===== src/common/dcmcb_pkg.sv =====
// Package of constants and types for the data cache machine check bank
package dcmcb_pkg;

	// ****************************************
	// Register addresses
	// ****************************************
	localparam logic [31:0] DCMCB_ADDR_REPORT_ENABLE = 32'h0000_0400;
	localparam logic [31:0] DCMCB_ADDR_STATUS_LOG = 32'h0000_0401;
	localparam logic [31:0] DCMCB_ADDR_ADDRESS_LOG = 32'h0000_0402;
	localparam logic [31:0] DCMCB_ADDR_WRITE_MASK = 32'hC001_0044;

	// ****************************************
	// Control register layout
	// ****************************************
	localparam int DCMCB_CTL_W = 7;
	localparam logic [2:0] DCMCB_EN_SINGLE_FILL = 3'h0;
	localparam logic [2:0] DCMCB_EN_MULTI_FILL = 3'h1;
	localparam logic [2:0] DCMCB_EN_DATA_ECC = 3'h2;
	localparam logic [2:0] DCMCB_EN_MAIN_TAG = 3'h3;
	localparam logic [2:0] DCMCB_EN_SNOOP_TAG = 3'h4;
	localparam logic [2:0] DCMCB_EN_L1_TLB = 3'h5;
	localparam logic [2:0] DCMCB_EN_L2_TLB = 3'h6;
	localparam logic [DCMCB_CTL_W-1:0] DCMCB_CTL_RESET = 7'h00;
	localparam logic [63:0] DCMCB_MASK_RESET = 64'h0;

	// ****************************************
	// Status register layout
	// ****************************************
	localparam int DCMCB_ST_VALID = 63;
	localparam int DCMCB_ST_OVER = 62;
	localparam int DCMCB_ST_UC = 61;
	localparam int DCMCB_ST_EN = 60;
	localparam int DCMCB_ST_MISC_INFO_VALID_FLAG = 59;
	localparam int DCMCB_ST_ADDRESS_VALID_FLAG = 58;
	localparam int DCMCB_ST_PCC = 57;
	localparam int DCMCB_ST_SYND_HI = 54;
	localparam int DCMCB_ST_SYND_LO = 47;
	localparam int DCMCB_ST_CORRECTABLE_ECC_FLAG = 46;
	localparam int DCMCB_ST_UNCORRECTABLE_ECC_FLAG = 45;
	localparam int DCMCB_ST_SCRUB = 40;
	localparam int DCMCB_ST_EXT_HI = 19;
	localparam int DCMCB_ST_EXT_LO = 16;
	localparam int DCMCB_ST_CODE_HI = 15;
	localparam logic [63:0] DCMCB_STATUS_RESET = 64'h0;
	localparam logic [3:0] DCMCB_EXT_PHYS_PARITY = 4'h0;
	localparam logic [3:0] DCMCB_EXT_MULTI_MATCH = 4'h1;

	// ****************************************
	// Address register
	// ****************************************
	localparam int DCMCB_ADDR_W = 48;
	localparam logic [47:0] DCMCB_ADDRLOG_RESET = 48'h0;

	// Error source reported by the detectors
	typedef enum logic [3:0] {
		DCMCB_SRC_SYS_FILL = 4'h0,
		DCMCB_SRC_L2_FILL = 4'h1,
		DCMCB_SRC_DATA_LDST = 4'h2,
		DCMCB_SRC_DATA_VICSNP = 4'h3,
		DCMCB_SRC_DATA_SCRUB = 4'h4,
		DCMCB_SRC_TAG_SNPVIC = 4'h5,
		DCMCB_SRC_TAG_LDST = 4'h6,
		DCMCB_SRC_L1_TLB = 4'h7,
		DCMCB_SRC_L1_TLB_MM = 4'h8,
		DCMCB_SRC_L2_TLB = 4'h9,
		DCMCB_SRC_L2_TLB_MM = 4'hA
	} dcmcb_src_t;

endpackage


===== src/verilog/dcmcb_bank.sv =====
// Data cache machine check bank: control, mask, status and address logs
//
// Overview of operation
// - Exception needs global and local enable
// - Locally disabled errors still logged, not raised
// - Global enable clear: no log, no report
// - Bits 0,1: single, multi-bit fill ECC
// - Bits 2..6 data, tags, TLBs; rest zero
// - Mask bit blocks writing control one
// - Log fields and valid even when disabled
// - Second error while valid sets overflow
// - Enabled flag records local enable state
// - Misc valid flag always reads zero
// - Extended code and error code fields
// - Low eight syndrome bits on ECC
// - Correctable and uncorrectable ECC flags
// - Scrub flag and scrub error settings
// - Line fill error field settings
// - Tag and TLB error field settings
// - Context corrupt when state may break
// - Address meaningful only with address valid
// - Address window depends on error source
// - Overwrite priority; uncorrected never overwritten
`timescale 1ns/1ps
module dcmcb_bank
	import dcmcb_pkg::*;
(
	input wire logic clk,
	input wire logic rst_n,
	input wire logic globalDcacheEnable,
	input wire logic errValid,
	input wire dcmcb_src_t errSource,
	input wire logic errMultiBit,
	input wire logic errAddrKnown,
	input wire logic [7:0] errSyndrome,
	input wire logic [15:0] errCode,
	input wire logic [DCMCB_ADDR_W-1:0] errAddr,
	input wire logic msrRdEn,
	input wire logic msrWrEn,
	input wire logic [31:0] msrAddr,
	input wire logic [63:0] msrWrData,
	output logic [63:0] msrRdData,
	output logic msrAck,
	output logic msrMiss,
	output logic msrGpFault,
	output logic mcException
);

	// ****************************************
	// Register state
	// ****************************************
	logic [DCMCB_CTL_W-1:0] enable_r;
	logic [63:0] mask_r;
	logic [63:0] status_r;
	logic [DCMCB_ADDR_W-1:0] addrLog_r;
	logic [63:0] rdData_r;
	logic ack_r;
	logic miss_r;
	logic gpFault_r;
	logic exception_r;

	// ****************************************
	// Error classification
	// ****************************************
	logic [63:0] fieldWord;
	logic [2:0] enableIdx;
	logic [5:0] addrHi;
	logic [5:0] addrLo;
	logic [DCMCB_ADDR_W-1:0] addrWindowed;

	dcmcb_classify u_classify (
		.errSource(errSource),
		.errMultiBit(errMultiBit),
		.errAddrKnown(errAddrKnown),
		.errSyndrome(errSyndrome),
		.errCode(errCode),
		.fieldWord(fieldWord),
		.enableIdx(enableIdx),
		.addrHi(addrHi),
		.addrLo(addrLo)
	);

	dcmcb_addr_window u_addr_window (
		.addrIn(errAddr),
		.bitHi(addrHi),
		.bitLo(addrLo),
		.addrOut(addrWindowed)
	);

	// ****************************************
	// Access decode
	// ****************************************
	logic selEnable, selStatus, selAddr, selMask, selAny;
	logic wrEnable, wrStatus, wrAddr, wrMask;
	logic statusClear, statusBadWrite;

	assign selEnable = (msrAddr == DCMCB_ADDR_REPORT_ENABLE);
	assign selStatus = (msrAddr == DCMCB_ADDR_STATUS_LOG);
	assign selAddr = (msrAddr == DCMCB_ADDR_ADDRESS_LOG);
	assign selMask = (msrAddr == DCMCB_ADDR_WRITE_MASK);
	assign selAny = selEnable || selStatus || selAddr || selMask;
	assign wrEnable = msrWrEn && selEnable;
	assign wrStatus = msrWrEn && selStatus;
	assign wrAddr = msrWrEn && selAddr;
	assign wrMask = msrWrEn && selMask;
	// Only an all-zero write clears the log; anything else is refused
	assign statusClear = wrStatus && (msrWrData == 64'h0);
	assign statusBadWrite = wrStatus && (msrWrData != 64'h0);

	// ****************************************
	// Logging decision
	// ****************************************
	logic errAccept;
	logic localEnable;
	logic oldValid, oldUc, oldEn;
	logic replaceLog;

	assign errAccept = errValid && globalDcacheEnable;
	assign localEnable = enable_r[enableIdx];
	assign oldValid = status_r[DCMCB_ST_VALID];
	assign oldUc = status_r[DCMCB_ST_UC];
	assign oldEn = status_r[DCMCB_ST_EN];
	// An uncorrected entry is never displaced; otherwise uncorrected beats
	// corrected and enabled beats disabled
	assign replaceLog = !oldValid || (!oldUc &&
		(fieldWord[DCMCB_ST_UC] || (localEnable && !oldEn)));

	// ****************************************
	// Control and mask registers
	// ****************************************
	always_ff @(posedge clk or negedge rst_n) begin
		if (!rst_n) begin
			enable_r <= DCMCB_CTL_RESET;
		end else if (wrEnable) begin
			// Masked bits are forced to zero; upper bits are not stored
			enable_r <= msrWrData[DCMCB_CTL_W-1:0] &
				~mask_r[DCMCB_CTL_W-1:0];
		end
	end

	always_ff @(posedge clk or negedge rst_n) begin
		if (!rst_n) begin
			mask_r <= DCMCB_MASK_RESET;
		end else if (wrMask) begin
			mask_r <= msrWrData;
		end
	end

	// ****************************************
	// Status log
	// ****************************************
	// A detected error wins over a software clear in the same cycle, so
	// no event is lost; software then sees the fresh entry, or the kept one with overflow set.
	always_ff @(posedge clk or negedge rst_n) begin
		if (!rst_n) begin
			status_r <= DCMCB_STATUS_RESET;
		end else if (errAccept) begin
			if (replaceLog) begin
				status_r <= fieldWord;
				status_r[DCMCB_ST_VALID] <= 1'b1;
				status_r[DCMCB_ST_OVER] <= oldValid;
				status_r[DCMCB_ST_EN] <= localEnable;
				status_r[DCMCB_ST_MISC_INFO_VALID_FLAG] <= 1'b0;
			end else begin
				status_r[DCMCB_ST_OVER] <= 1'b1;
			end
		end else if (statusClear) begin
			status_r <= DCMCB_STATUS_RESET;
		end
	end

	// ****************************************
	// Address log
	// ****************************************
	always_ff @(posedge clk or negedge rst_n) begin
		if (!rst_n) begin
			addrLog_r <= DCMCB_ADDRLOG_RESET;
		end else if (errAccept && replaceLog) begin
			addrLog_r <= addrWindowed;
		end else if (wrAddr) begin
			addrLog_r <= msrWrData[DCMCB_ADDR_W-1:0];
		end
	end

	// ****************************************
	// Exception signalling
	// ****************************************
	always_ff @(posedge clk or negedge rst_n) begin
		if (!rst_n) begin
			exception_r <= 1'b0;
		end else begin
			exception_r <= errAccept && localEnable;
		end
	end

	// ****************************************
	// Register read port
	// ****************************************
	always_ff @(posedge clk or negedge rst_n) begin
		if (!rst_n) begin
			rdData_r <= 64'h0;
		end else if (msrRdEn) begin
			rdData_r <= 64'h0;
			if (selEnable) begin
				rdData_r[DCMCB_CTL_W-1:0] <= enable_r;
			end
			if (selStatus) begin
				rdData_r <= status_r;
			end
			if (selAddr) begin
				rdData_r[DCMCB_ADDR_W-1:0] <= addrLog_r;
			end
			if (selMask) begin
				rdData_r <= mask_r;
			end
		end
	end

	always_ff @(posedge clk or negedge rst_n) begin
		if (!rst_n) begin
			ack_r <= 1'b0;
			miss_r <= 1'b0;
			gpFault_r <= 1'b0;
		end else begin
			ack_r <= (msrRdEn || msrWrEn) && selAny;
			miss_r <= (msrRdEn || msrWrEn) && !selAny;
			gpFault_r <= statusBadWrite;
		end
	end

	assign msrRdData = rdData_r;
	assign msrAck = ack_r;
	assign msrMiss = miss_r;
	assign msrGpFault = gpFault_r;
	assign mcException = exception_r;
endmodule


===== src/verilog/dcmcb_addr_window.sv =====
// Keeps only the valid window of a captured error address
`timescale 1ns/1ps
module dcmcb_addr_window
	import dcmcb_pkg::*;
(
	input wire logic [DCMCB_ADDR_W-1:0] addrIn,
	input wire logic [5:0] bitHi,
	input wire logic [5:0] bitLo,
	output logic [DCMCB_ADDR_W-1:0] addrOut
);

	always_comb begin
		for (int i = 0; i < DCMCB_ADDR_W; i++) begin
			addrOut[i] = addrIn[i] && (i <= int'(bitHi)) &&
				(i >= int'(bitLo));
		end
	end
endmodule


===== src/verilog/dcmcb_classify.sv =====
// Turns an error source into status fields, enable index and address window
`timescale 1ns/1ps
module dcmcb_classify
	import dcmcb_pkg::*;
(
	input wire dcmcb_src_t errSource,
	input wire logic errMultiBit,
	input wire logic errAddrKnown,
	input wire logic [7:0] errSyndrome,
	input wire logic [15:0] errCode,
	output logic [63:0] fieldWord,
	output logic [2:0] enableIdx,
	output logic [5:0] addrHi,
	output logic [5:0] addrLo
);

	logic uc, context_corrupt_flag, address_valid_flag, syndValid, eccFlags, scrub;
	logic [3:0] ext;

	always_comb begin
		uc = 1'b1;
		context_corrupt_flag = 1'b1;
		address_valid_flag = 1'b1;
		syndValid = 1'b0;
		eccFlags = 1'b0;
		scrub = 1'b0;
		ext = DCMCB_EXT_PHYS_PARITY;
		enableIdx = DCMCB_EN_DATA_ECC;
		addrHi = 6'd39;
		addrLo = 6'd3;
		case (errSource)
			DCMCB_SRC_SYS_FILL, DCMCB_SRC_L2_FILL: begin
				uc = errMultiBit;
				context_corrupt_flag = errMultiBit;
				syndValid = 1'b1;
				eccFlags = 1'b1;
				enableIdx = errMultiBit ? DCMCB_EN_MULTI_FILL :
					DCMCB_EN_SINGLE_FILL;
				addrLo = 6'd6;
			end
			DCMCB_SRC_DATA_LDST: begin
				syndValid = 1'b1;
				eccFlags = 1'b1;
			end
			DCMCB_SRC_DATA_VICSNP: begin
				syndValid = 1'b1;
				eccFlags = 1'b1;
				address_valid_flag = errAddrKnown;
				addrHi = 6'd11;
				addrLo = 6'd6;
			end
			DCMCB_SRC_DATA_SCRUB: begin
				uc = errMultiBit;
				context_corrupt_flag = 1'b0;
				syndValid = 1'b1;
				eccFlags = 1'b1;
				scrub = 1'b1;
				addrHi = 6'd11;
			end
			DCMCB_SRC_TAG_SNPVIC: begin
				address_valid_flag = errAddrKnown;
				enableIdx = DCMCB_EN_SNOOP_TAG;
				addrHi = 6'd11;
				addrLo = 6'd6;
			end
			DCMCB_SRC_TAG_LDST: begin
				enableIdx = DCMCB_EN_MAIN_TAG;
			end
			DCMCB_SRC_L1_TLB, DCMCB_SRC_L1_TLB_MM: begin
				enableIdx = DCMCB_EN_L1_TLB;
				addrHi = 6'd47;
				addrLo = 6'd12;
			end
			DCMCB_SRC_L2_TLB, DCMCB_SRC_L2_TLB_MM: begin
				enableIdx = DCMCB_EN_L2_TLB;
				addrHi = 6'd47;
				addrLo = 6'd12;
			end
			default: begin
				address_valid_flag = 1'b0;
			end
		endcase
		if (errSource == DCMCB_SRC_L1_TLB_MM ||
			errSource == DCMCB_SRC_L2_TLB_MM) begin
			ext = DCMCB_EXT_MULTI_MATCH;
		end
		fieldWord = DCMCB_STATUS_RESET;
		fieldWord[DCMCB_ST_UC] = uc;
		fieldWord[DCMCB_ST_ADDRESS_VALID_FLAG] = address_valid_flag;
		fieldWord[DCMCB_ST_PCC] = context_corrupt_flag;
		if (syndValid) begin
			fieldWord[DCMCB_ST_SYND_HI:DCMCB_ST_SYND_LO] = errSyndrome;
		end
		fieldWord[DCMCB_ST_CORRECTABLE_ECC_FLAG] = eccFlags && !errMultiBit;
		fieldWord[DCMCB_ST_UNCORRECTABLE_ECC_FLAG] = eccFlags && errMultiBit;
		fieldWord[DCMCB_ST_SCRUB] = scrub;
		fieldWord[DCMCB_ST_EXT_HI:DCMCB_ST_EXT_LO] = ext;
		fieldWord[DCMCB_ST_CODE_HI:0] = errCode;
	end
endmodule


===== config.mk =====
export PLATFORM = sky130hd
export DESIGN_NAME = dcmcb_bank
export DESIGN_NICKNAME = d
export VERILOG_FILES = /design/src/common/dcmcb_pkg.sv /design/src/verilog/dcmcb_bank.sv /design/src/verilog/dcmcb_addr_window.sv /design/src/verilog/dcmcb_classify.sv
export SDC_FILE = /design/constraint.sdc
export NUM_CORES = 1
export LEC_CHECK = 0
export BUFFER_PORTS_ARGS = -buffer_cell sky130_fd_sc_hd__buf_2
export CORE_MARGIN = 4
export CORE_UTILIZATION = 25
export DETAILED_ROUTE_END_ITERATION = 10
export MAX_ROUTING_LAYER = met4
export PLACE_DENSITY_LB_ADDON = 0.25
export SETUP_SLACK_MARGIN = 0.05
export SKIP_LAST_GASP = 1
export SLEW_MARGIN = 40
export SYNTH_ARGS = -nofsm -noshare
export SYNTH_HDL_FRONTEND = slang
export SYNTH_SLANG_ARGS = --single-unit

===== constraint.sdc =====
create_clock -name clk -period 4.15 [get_ports clk]
set_input_delay 0 -clock clk [delete_from_list [all_inputs] [get_ports clk]]
set_output_delay 0 -clock clk [all_outputs]
set_load 0.01 [all_outputs]

==> flow_summary_export.csv <==
group,metric,value,unit
logic_synthesis,netlist_area,10300,µm²
grt,grt_overflow_total,0,
clocking,clock_path_buffers,3,
grt,grt_max_degree,95,
route,ant_nets,0,
clocking,cts-root-buf,"clkbuf_16",
logic_synthesis,synth_top_area_share,0.535,
hold_path,whs_path_depth,4,
logic_synthesis,ys_seq_elements,221,
timing,drv_slew,0,
clocking,clk_pin_slew,0.06,ns
clocking,post_cts_resized,0,
timing,holdWs,0.0369,ns
final_layout,syn_to_final_growth,44.8,%
place,globalplace.congestion,0.800,
logic_synthesis,yosysSeqAreaShare,0.535,
final_layout,nets,1551,
route,viasPerCell,4.62,
logic_synthesis,synthTopCellsByCount,"dfrtp_1 (221), mux2i_1 (121), nand2_1 (115)",
logic_synthesis,synth.area.top_cells,"dfrtp_1 (54%), mux2i_1 (12%), mux2_2 (5.2%), nand2_1 (4.2%), a22oi_1 (2.9%)",
floorplanning,die_w,211,µm
logic_synthesis,ys_async_sr_fraction,1.00,
timing,hold_viol_final,0,
route,via_count,8887,
place,postPlaceCellArea,12200,µm²
timing,finalCriticalPeriod,2.98,ns
floorplanning,start_util,0.253,
logic_synthesis,yosysWarnings,0,
clocking,cts_buffers,27,
timing,relSlewSlack,0.451,
floorplanning,die-area,44700,µm²
logic_synthesis,yosysUniqueCellTypes,49,
floorplanning,die_h,211,µm
route,wire_per_inst,19.5,µm
critical_path,cp-start-kind,"flop",
logic_synthesis,syn-num-nets,1131,
timing,max_freq,0.336,GHz
timing,tightest_slew,0.815,ns
floorplanning,pin_count,248,
critical_path,arrival,3.44,ns
logic_synthesis,yosysMostFrequentCell,"dfrtp_1",
place,place_inst,1683,
critical_path,worstPathRequired,4.61,ns
final_layout,final_area,15000,µm²
logic_synthesis,ys.flop_type,"dfrtp_1",
logic_synthesis,synth_top_cell_by_area,"dfrtp_1",
timing,rsz0062_at_grt,"no",
floorplanning,rows,74,
logic_synthesis,synth-edff-count,0,
logic_synthesis,synthCells,951,
timing,min_period_over_period,0.718,
job,drv_cap,0,
critical_path,cp_max_fo,28,
clocking,cts.sinks,221,
grt,antenna_found_initial,1,
final_layout,drive_gt1_frac,0.271,
grt,grt_pass1_vias,9567,
route,firstDrtPassIters,5,
place,port_buffers,244,
clocking,clk_latency,0.56,ns
critical_path,criticalPathCategory,"flop to flop",
place,hpwl,24700,µm
timing,tns,0,ns
floorplanning,core,40800,µm²
grt,grt_pass1_wl,57500,µm
clocking,htreeDepth,1,
pwr,max-vdd-ir-drop,0.299,mV
final_layout,final_cell_count_no_fill,1922,
pwr,leakagePower,7.39,nW
route,initialDrtViolationCount,581,
grt,grt_use_total,0.170,
critical_path,end_kind,"flop",
route,drc,0,
pwr,p_per_area,391,nW/µm²
logic_synthesis,postSynthAreaPerCell,10.9,µm²
clocking,cts_tree,"yes",
timing,setup_violations,0,
run_status,status,"completed",
route,finalWirelength,37500,µm
critical_path,worst_r2r_path_depth,8,
hold_path,hold_path_class,"input pin to flop",
timing,finClkSkew,0.0300,ns
-- per-layer routing --
metal / share of wire / global-route usage / vias up
li1: - / - / 4222
met1: 0.45 / 0.227 / 4381
met2: 0.48 / 0.279 / 248
met3: 0.051 / 0.0250 / 36
met4: 0.016 / 0.0340 / 0
met5: 0 / - / -
-- repair_timing --
item	4_1_cts	5_1_grt
hold buffers	189	1
hold endpoints to repair	247	25
setup buffers	0	0
-- stage by stage --
stage | utilization | worst slack, ns | power [mW]
global placement | 0.297 | 1.43 | 3.21
global route | 0.366 | 0.992 | 6.16
floorplan | - | 2.35 | 2.90
CTS | 0.366 | 1.12 | 5.93
finish | 0.366 | 1.17 | 5.85
detailed placement | 0.298 | 1.46 | 3.24
-- cell usage in the layout (no fill, tap or decap), drive strengths merged, types with 2 or more instances in the layout --
| cell type | n |
|---|---|
| a2111oi | 2 |
| a21boi | 3 |
| a21oi | 47 |
| a222oi | 14 |
| a22o | 2 |
| a22oi | 40 |
| a31o | 2 |
| and2 | 5 |
| buf | 267 |
| clkbuf | 40 |
| clkinv | 4 |
| dfrtp | 221 |
| dlygate4sd3 | 190 |
| inv | 58 |
| mux2 | 64 |
| mux2i | 121 |
| nand2 | 115 |
| nand2b | 7 |
| nand3 | 7 |
| nand3b | 8 |
| nand4 | 7 |
| nor2 | 51 |
| nor3 | 4 |
| nor3b | 2 |
| nor4 | 25 |
| nor4b | 2 |
| o2111ai | 7 |
| o21ai | 43 |
| o22ai | 16 |
| or2 | 4 |
-- cell type report --
| type | count | area, µm² |
|---|---|---|
| fillers | 4041 | 25900 |
| flip-flops and latches | 221 | 5530 |
| multi-input cells | 607 | 4270 |
| repair buffers | 457 | 3400 |
| clock buffers | 40 | 815 |
| well taps | 532 | 666 |
| inverters | 57 | 214 |
| clock inverters | 7 | 66.3 |
| diodes | 1 | 2.50 |
-- power by group --
group,leakage [nW],switching (mW),total (mW),internal [mW]
Combinational,4.09,0.419,0.958,0.539
Sequential,2.85,0.138,2.53,2.40
Clock,0.437,0.953,2.36,1.41
-- critical path, cell delays in order (launching register included) --
cell,delay [ns]
dfrtp_1,0.45
nor4b_1,0.28
a41oi_1,0.07
o221ai_1,0.24
a211oi_2,0.10
a21oi_4,0.63
buf_12,0.32
mux2i_1,0.22
dlygate4sd3_1,0.58
-- path summary, 6_finish.rpt --
kind,from,slack [ns],to
setup / recovery,enable_r[5]$_DFFE_PN0P_,1.17,addrLog_r[11]$_DFFE_PN0P_
max in group asynchronous,rst_n,2.54,mask_r[50]$_DFFE_PN0P_
hold / removal,errSource[2],0.04,status_r[57]$_DFFE_PN0P_
hold reg to reg,mask_r[59]$_DFFE_PN0P_,0.49,msrRdData[59]$_DFFE_PN0P_
setup reg to reg,enable_r[5]$_DFFE_PN0P_,1.17,addrLog_r[11]$_DFFE_PN0P_
min in group asynchronous,rst_n,0.43,msrRdData[13]$_DFFE_PN0P_
-- sequential cells by signal, indices dropped and copies added, names as in the netlist --
signal and cells:
addrLog_r 48, enable_r 7, mask_r 64, mcException 1, msrAck 1, msrGpFault 1
msrMiss 1, msrRdData 64, status_r 34
-- cell families after synthesis --
group	after synthesis	synth area share
XOR/XNOR	1	0.000848
multiplexers	185	0.187
buffers and inverters	123	0.0544
AO/OA/AOI/OAI	182	0.114
flip-flops	221	0.535
AND/OR/NAND/NOR	239	0.108
Power figures use the tool's default switching activity.
